==> config.mk <==
export PLATFORM = sky130hd
export DESIGN_NAME = mic_irq_ctrl
export DESIGN_NICKNAME = d
export VERILOG_FILES = /design/src/mic_pkg.sv /design/src/mic_irq_ctrl.sv
export SDC_FILE = /design/constraint.sdc
export NUM_CORES = 1
export LEC_CHECK = 0
export BUFFER_PORTS_ARGS = -buffer_cell sky130_fd_sc_hd__clkbuf_2
export CORE_UTILIZATION = 53
export DETAILED_ROUTE_END_ITERATION = 10
export PLACE_DENSITY_LB_ADDON = 0.12
export SLEW_MARGIN = 20
export SYNTH_ARGS = -nofsm -noshare
export SYNTH_HDL_FRONTEND = slang
export SYNTH_SLANG_ARGS = --single-unit
==> constraint.sdc <==
create_clock -name CLK -period 1.75 [get_ports CLK]
set_input_delay 0 -clock CLK [delete_from_list [all_inputs] [get_ports CLK]]
set_output_delay 0 -clock CLK [all_outputs]
set_load 0.02 [all_outputs]
==> src/mic_pkg.sv <==
package mic_pkg;
  localparam logic [7:0] MIC_ADDR_CTRL   = 8'h0B;
  localparam logic [7:0] MIC_ADDR_PFLAG  = 8'h0C;
  localparam logic [7:0] MIC_ADDR_PEN    = 8'h8C;
  localparam logic [7:0] MIC_ADDR_ISTAT  = 8'hF0;
  localparam logic [7:0] MIC_ADDR_IMASK  = 8'hF1;
  localparam logic [7:0] MIC_ADDR_OPTION = 8'h81;
  localparam logic [12:0] MIC_VECTOR     = 13'h0004;
  localparam logic [7:0] MIC_TMR_MAX     = 8'hFF;
  localparam logic [7:0] MIC_TMR_ZERO    = 8'h00;
  localparam logic [7:0] MIC_PFLAG_IMPL  = 8'hF7;
  localparam logic [7:0] MIC_OPTION_RST  = 8'hFF;
  localparam logic [7:0] MIC_ZERO8       = 8'h00;
  localparam int MIC_B_GIE  = 7;
  localparam int MIC_B_PERIPHERAL_IRQ_ENABLE = 6;
  localparam int MIC_B_TIMER0_OVERFLOW_ENABLE = 5;
  localparam int MIC_B_EXIE = 4;
  localparam int MIC_B_PCIE = 3;
  localparam int MIC_B_T0F  = 2;
  localparam int MIC_B_EXF  = 1;
  localparam int MIC_B_PCF  = 0;
  localparam int MIC_B_EDGE = 6;
  localparam int MIC_LATENCY_TCY = 3;

  typedef enum logic [3:0] {
    MIC_Q1 = 4'b0001,
    MIC_Q2 = 4'b0010,
    MIC_Q3 = 4'b0100,
    MIC_Q4 = 4'b1000
  } mic_phase_e;

  typedef struct packed {
    logic [7:0] addr;
    logic [7:0] wdata;
    logic       wr;
    logic       rd;
  } mic_bus_s;

  typedef struct packed {
    logic        take;
    logic [12:0] vector;
    logic        push_pc;
  } mic_vec_s;
endpackage

==> src/mic_irq_ctrl.sv <==
// Chosen here: the address-and-strobe port.
`timescale 1ns/1ps
// How it works
// - global enable bit 7 passes unmasked sources; clear blocks all requests.
// - reset clears the global enable.
// - return instruction sets the global enable again.
// - taking an interrupt clears global enable, pushes pc, vectors to 0004h.
// - flags set on their event regardless of any enable.
// - latency three cycles from flag, independent of instruction length.
// - clearing global enable cancels next-cycle interrupt; nop; request stays pending.
// - external pin edge polarity follows option bit 6.
// - valid external edge sets bit 1; bit 4 enables it.
// - enabled external pin wakes from sleep; global enable decides vectoring.
// - timer zero rollover from ffh sets bit 2; bit 5 enables it.
// - upper port nibble change sets bit 0; bit 3 enables it.
// - port change during a q2 port read may be missed.
// - external flag sampled each q1, settable during q4 to q1; here an edge sets it in any phase.
// - peripheral flags and enables in separate registers, fixed bit order.
// - only the return pc is saved on entry.
module mic_irq_ctrl #(
  parameter int LATENCY = mic_pkg::MIC_LATENCY_TCY
) (
  input  wire logic                  CLK,
  input  wire logic                  SYS_RST,
  input  wire mic_pkg::mic_bus_s     BUS,
  input  wire logic                  EXT_IRQ_PIN,
  input  wire logic [7:0]            TIMER_ZERO_COUNT,
  input  wire logic [3:0]            PORT_HI_PINS,
  input  wire logic                  PORT_READ,
  input  wire logic [7:0]            PERIPH_EVENTS,
  input  wire logic                  RETURN_FROM_IRQ_INSTR,
  input  wire logic                  SLEEPING,
  output logic [7:0]                 RDATA,
  output mic_pkg::mic_vec_s          VEC,
  output logic                       WAKE,
  output logic                       NOP_SLOT,
  output logic                       IRQ
);
  import mic_pkg::*;

  mic_phase_e phase_r;
  logic [7:0] ctrl_r;
  logic [7:0] pflag_r;
  logic [7:0] pen_r;
  logic [7:0] option_r;
  logic [7:0] istat_r;
  logic [7:0] imask_r;
  logic       pin_d_r;
  logic [7:0] tmr_d_r;
  logic [3:0] port_d_r;
  logic [LATENCY-1:0] pipe_r;
  logic       wr_ctrl;
  logic       wr_pflag;
  logic       ext_edge;
  logic       tmr_roll;
  logic       port_chg;
  logic       core_match;
  logic       per_match;
  logic       request;
  logic       gie_clear_wr;
  logic       take;
  logic [7:0] ctrl_nxt;
  logic [7:0] pflag_nxt;
  logic [7:0] events;

  assign wr_ctrl  = BUS.wr && BUS.addr == MIC_ADDR_CTRL;
  assign wr_pflag = BUS.wr && BUS.addr == MIC_ADDR_PFLAG;
  // edge polarity chosen by option bit
  assign ext_edge = option_r[MIC_B_EDGE] ? (EXT_IRQ_PIN && !pin_d_r)
                                         : (!EXT_IRQ_PIN && pin_d_r);
  assign tmr_roll = tmr_d_r == MIC_TMR_MAX && TIMER_ZERO_COUNT == MIC_TMR_ZERO;
  // a change landing while the port is read in q2 is dropped, as on the real part
  assign port_chg = (PORT_HI_PINS != port_d_r) && !(PORT_READ && phase_r == MIC_Q2);
  assign core_match = |(ctrl_r[MIC_B_TIMER0_OVERFLOW_ENABLE:MIC_B_PCIE] & ctrl_r[MIC_B_T0F:MIC_B_PCF]);
  assign per_match  = ctrl_r[MIC_B_PERIPHERAL_IRQ_ENABLE] && |(pflag_r & pen_r);
  assign request    = ctrl_r[MIC_B_GIE] && (core_match || per_match);
  assign gie_clear_wr = wr_ctrl && !BUS.wdata[MIC_B_GIE];
  // pipeline advances each q1 only, so instruction length never changes latency
  assign take = pipe_r[LATENCY-1] && phase_r == MIC_Q1 && request && !gie_clear_wr;

  always_ff @(posedge CLK) begin
    if (SYS_RST) begin
      phase_r <= MIC_Q1;
    end else begin
      case (phase_r)
        MIC_Q1:  phase_r <= MIC_Q2;
        MIC_Q2:  phase_r <= MIC_Q3;
        MIC_Q3:  phase_r <= MIC_Q4;
        MIC_Q4:  phase_r <= MIC_Q1;
        default: phase_r <= MIC_Q1;
      endcase
    end
  end

  // history tracks the inputs through reset too, so a pin resting high gives no false edge after release
  always_ff @(posedge CLK) begin
    pin_d_r  <= EXT_IRQ_PIN;
    tmr_d_r  <= TIMER_ZERO_COUNT;
    port_d_r <= PORT_HI_PINS;
  end

  always_comb begin
    ctrl_nxt = ctrl_r;
    if (wr_ctrl) begin
      ctrl_nxt = BUS.wdata;
    end
    if (RETURN_FROM_IRQ_INSTR) begin
      ctrl_nxt[MIC_B_GIE] = 1'b1;
    end
    if (take) begin
      ctrl_nxt[MIC_B_GIE] = 1'b0;
    end
    // hardware set wins over a software clear; flags ignore enables
    if (ext_edge) begin
      ctrl_nxt[MIC_B_EXF] = 1'b1;
    end
    if (tmr_roll) begin
      ctrl_nxt[MIC_B_T0F] = 1'b1;
    end
    if (port_chg) begin
      ctrl_nxt[MIC_B_PCF] = 1'b1;
    end
  end

  always_comb begin
    pflag_nxt = pflag_r;
    if (wr_pflag) begin
      pflag_nxt = BUS.wdata;
    end
    pflag_nxt = (pflag_nxt | PERIPH_EVENTS) & MIC_PFLAG_IMPL;
  end

  always_ff @(posedge CLK) begin
    if (SYS_RST) begin
      ctrl_r  <= MIC_ZERO8;
      pflag_r <= MIC_ZERO8;
    end else begin
      ctrl_r  <= ctrl_nxt;
      pflag_r <= pflag_nxt;
    end
  end

  always_ff @(posedge CLK) begin
    if (SYS_RST) begin
      pen_r    <= MIC_ZERO8;
      option_r <= MIC_OPTION_RST;
      imask_r  <= MIC_ZERO8;
    end else if (BUS.wr) begin
      if (BUS.addr == MIC_ADDR_PEN) begin
        pen_r <= BUS.wdata & MIC_PFLAG_IMPL;
      end
      if (BUS.addr == MIC_ADDR_OPTION) begin
        option_r <= BUS.wdata;
      end
      if (BUS.addr == MIC_ADDR_IMASK) begin
        imask_r <= BUS.wdata;
      end
    end
  end

  // latency pipe: the request must persist LATENCY instruction cycles before vectoring
  always_ff @(posedge CLK) begin
    if (SYS_RST) begin
      pipe_r <= '0;
    end else if (!request) begin
      pipe_r <= '0; // ignored request re-arms when gie returns
    end else if (phase_r == MIC_Q1 && !take) begin
      pipe_r <= {pipe_r[LATENCY-2:0], 1'b1};
    end else if (take) begin
      pipe_r <= '0;
    end
  end

  // status events: bit0 vector taken, bit1 wake, bit2 nop slot
  always_comb begin
    events = MIC_ZERO8;
    events[0] = take;
    events[1] = SLEEPING && ctrl_r[MIC_B_EXIE] && ext_edge;
    events[2] = gie_clear_wr && pipe_r[LATENCY-1] && request;
  end

  always_ff @(posedge CLK) begin
    if (SYS_RST) begin
      istat_r <= MIC_ZERO8;
    end else if (BUS.rd && BUS.addr == MIC_ADDR_ISTAT) begin
      istat_r <= events;
    end else begin
      istat_r <= istat_r | events;
    end
  end

  always_ff @(posedge CLK) begin
    if (SYS_RST) begin
      RDATA <= MIC_ZERO8;
    end else if (BUS.rd) begin
      case (BUS.addr)
        MIC_ADDR_CTRL:   RDATA <= ctrl_r;
        MIC_ADDR_PFLAG:  RDATA <= pflag_r;
        MIC_ADDR_PEN:    RDATA <= pen_r;
        MIC_ADDR_OPTION: RDATA <= option_r;
        MIC_ADDR_ISTAT:  RDATA <= istat_r;
        MIC_ADDR_IMASK:  RDATA <= imask_r;
        default:         RDATA <= MIC_ZERO8;
      endcase
    end else begin
      RDATA <= MIC_ZERO8;
    end
  end

  always_ff @(posedge CLK) begin
    if (SYS_RST) begin
      VEC      <= '0;
      WAKE     <= 1'b0;
      NOP_SLOT <= 1'b0;
      IRQ      <= 1'b0;
    end else begin
      VEC.take    <= take;
      VEC.vector  <= MIC_VECTOR;
      VEC.push_pc <= take; // only the pc is pushed
      // wake on enabled, set external flag regardless of gie
      WAKE     <= SLEEPING && ctrl_nxt[MIC_B_EXIE] && ctrl_nxt[MIC_B_EXF];
      NOP_SLOT <= gie_clear_wr;
      IRQ      <= |(istat_r & imask_r);
    end
  end
endmodule

==> run summary <==
Vias in the first global route -> 2608
Routed WL per cell -> 15.3 um
GPL Wtd Cong -> 0.800
Post-route DRC -> 0
Post-route ant nets -> 0
Via density per instance -> 5.47
Hold Fails Final Rpt -> 0
Relative max-transition margin -> 56.0%
Max Cap Viol -> 0
Die area -> 6130 um^2
Worst-skew pair later-pin latency -> 0.35 ns
Root Buffer -> clkbuf_8
Maximum root-to-sink buffer count -> 2
Measured slew at the worst slew-check pin -> 0.643 ns
Register clock-pin slew on the reported worst setup and hold paths -> 0.08 ns
Drt pass-1 iters -> 4
R2R depth -> 4
GRT overflow -> 0
Inserted Clock Buffers -> 9
Power density over the cells -> 853 nW/um^2
Total number of H-tree levels -> 3
Peak VDD IR -> 0.684 mV
DR vias -> 2690
Status -> finished clean
Synthesis Warnings -> 0
Fillers -> 429
Worst Hold Depth -> 5
Reg2reg end -> istat_r[2]
Initial antenna violation count -> 0
Die X -> 78.3 um
Die Span Y -> 78.3 um
Hold/Removal Path Class -> primary input to flop
Total Power -> 3.40 mW
Sequential-to-total area share from yosys stat -> 48.0%
Reg2reg setup slack -> 0.20 ns
Post-Place Cells -> 445
Period utilisation layout -> 88.8%
Worst Path Required -> 1.97 ns
Fin Setup TNS -> 0 ns
Mapped Area -> 3090 um^2
Startpoint types -> flop
Crit path arrival time -> 1.77 ns
Synth cell types -> 47
Share of cells above drive strength 1 -> 22.4%
Top post-synthesis cells by area -> dfxtp_1 (48%), mux2i_1 (13%), nor3_1 (4.9%)
Post_cts resized -> 0
Clk sink count -> 74
Worst r2r src -> pflag_r[1]
Port Buffers -> 56
EDFF count, synth -> 0
First-pass GRT wire length -> 12400 um
Setup bufs post-CTS -> 0
Worst Clk Skew -> 0.00802 ns
Post-Route WL -> 7520 um
Core Area -> 5570 um^2
Main flop type after synthesis -> dfxtp_1
Fin. max-slew vios -> 0
I/O pin count -> 70
Synth async-reset ratio -> 0%
Iter 0 DRT Violations -> 136
Area leader, netlist -> dfxtp_1
Initial Util -> 55.4%
Syn avg cell area -> 9.73 um^2
Row cnt -> 27
FF+latch count, synth -> 74
End of the worst hold path -> istat_r[1]
ANT cells -> 0
CTS tree -> built
Worst min-delay path startpoint -> BUS[0]
Pin count of the biggest net entering global routing -> 21
HPWL after DPL -> 5130 um
Crit Path Max Fanout -> 6
Area Overhead vs Synth -> 29.2%
Cells after synthesis -> 317
Leak -> 1.67 nW
Setup crit end kind -> flop
Upper clock frequency limit -> 644 MHz
Min cycle time layout -> 1.55 ns
Final setup violation count -> 0
Crit path kind -> flop to flop
Unrepaired setup endpoints after global routing -> false
Final net count -> 459
Fin cells -> 492
Top-area cell type share of the netlist area -> 48.0%
Total Routing Usage GR -> 27.0%
==> worst max-delay path by stage <==
stage / from / endpoint / cells past startpoint
2_1_floorplan: BUS[15] / pen_r[0] / 6
3_3_place_gp: BUS[15] / pen_r[2] / 5
3_5_place_dp: BUS[15] / pipe_r[0] / 7
4_1_cts: pflag_r[1] / istat_r[2] / 4
5_1_grt: pflag_r[1] / istat_r[2] / 4
6_report: pflag_r[1] / istat_r[2] / 4
==> power by group <==
group	total [mW]	switching, mW	internal, mW
logic	0.346	0.186	0.160
registers	1.77	0.0345	1.73
clock network	1.29	0.629	0.660
total	3.40	0.850	2.55
==> cell usage in the layout, fill, tap and decap left out, types with 9 or more instances in the layout <==
cell            n
dfxtp_1        74
clkbuf_2       56
mux2i_1        40
dlygate4sd3_1  31
nor3_1         30
nor2_1         29
nand2_1        18
buf_4          13
a21oi_1        12
conb_1         12
inv_1          10
clkbuf_8        9
==> worst max-delay path, stage by stage (launching register included) <==
cell,delay (ns)
dfxtp_1,0.33
a222oi_1,0.36
a31oi_1,0.17
o211ai_1,0.44
o21ai_1,0.13
==> routing by layer <==
layer | wire (um) | track usage (%) | part of all wire, % | vias up
met5 | 0 | 0 | 0 | -
met4 | 155 | 12.0 | 2.1 | 0
met3 | 373 | 6.28 | 5.0 | 12
met2 | 3710 | 47.0 | 49 | 86
met1 | 3280 | 31.5 | 44 | 1259
li1 | - | - | - | 1333
==> repair_timing <==
action                                  in CTS  in global routing
endpoints found under the setup margin       0                  0
hold buffers                                31                  0
hold endpoints to repair                    41                  0
==> flip-flops by register name, indices dropped and copies added, names as in the netlist <==
| name | count |
|---|---|
| pen_r | 7 |
| VEC | 2 |
| IRQ | 1 |
| phase_r | 4 |
| tmr_d_r | 8 |
| pflag_r | 7 |
| option_r | 8 |
| istat_r | 3 |
| ctrl_r | 8 |
| pin_d_r | 1 |
| port_d_r | 4 |
| pipe_r | 3 |
| RDATA | 8 |
| imask_r | 8 |
| NOP_SLOT | 1 |
| WAKE | 1 |
==> synthesized netlist by cell type, types with 4 or more instances <==
| master | n |
|---|---|
| buf_4 | 13 |
| mux2i_1 | 40 |
| inv_1 | 10 |
| nor2_1 | 29 |
| a22o_1 | 5 |
| clkbuf_1 | 7 |
| dfxtp_1 | 74 |
| buf_2 | 5 |
| a21oi_1 | 12 |
| a22oi_1 | 7 |
| nand3_1 | 4 |
| a221oi_1 | 4 |
| nor3_1 | 30 |
| xnor2_1 | 4 |
| nand2_1 | 18 |
| nand4_1 | 4 |
==> stage by stage <==
step / worst slack [ns] / utilization, % / area (um^2) / hold WS, ns
3_5_place_dp: 0.105 / 62.5 / 3480 / 0.121
3_3_place_gp: 0.109 / 62.5 / 3480 / 0.117
5_1_grt: 0.00863 / 71.5 / 3990 / 0.0931
4_1_cts: 0.191 / 71.5 / 3990 / 0.0817
2_1_floorplan: 0.267 / - / 3130 / 0.0277
6_report: 0.196 / 71.5 / 3990 / 0.0985
==> final cells by class <==
| type | instances | area (um^2) | area share, % |
|---|---|---|---|
| clock buffer | 10 | 128 | 3.20 |
| clock inverter | 6 | 66.3 | 1.66 |
| inverter | 10 | 37.5 | 0.942 |
| multi-input combinational | 218 | 1460 | 36.5 |
| sequential | 74 | 1480 | 37.2 |
| tap | 72 | 90.1 | 2.26 |
| timing repair buffer | 102 | 728 | 18.3 |
==> kinds of logic (layout without fill, tap and decap cells) <==
family | Yosys count | in the layout | share of synthesized area (%)
compound gates | 49 | 49 | 11.2
xor+xnor | 4 | 4 | 1.14
buf+inv | 36 | 128 | 6.16
flops | 74 | 74 | 48.0
mux | 40 | 40 | 13.0
other cells | 1 | 12 | 0.122
simple gates | 113 | 113 | 20.4
(Power assumes the default switching activity.)
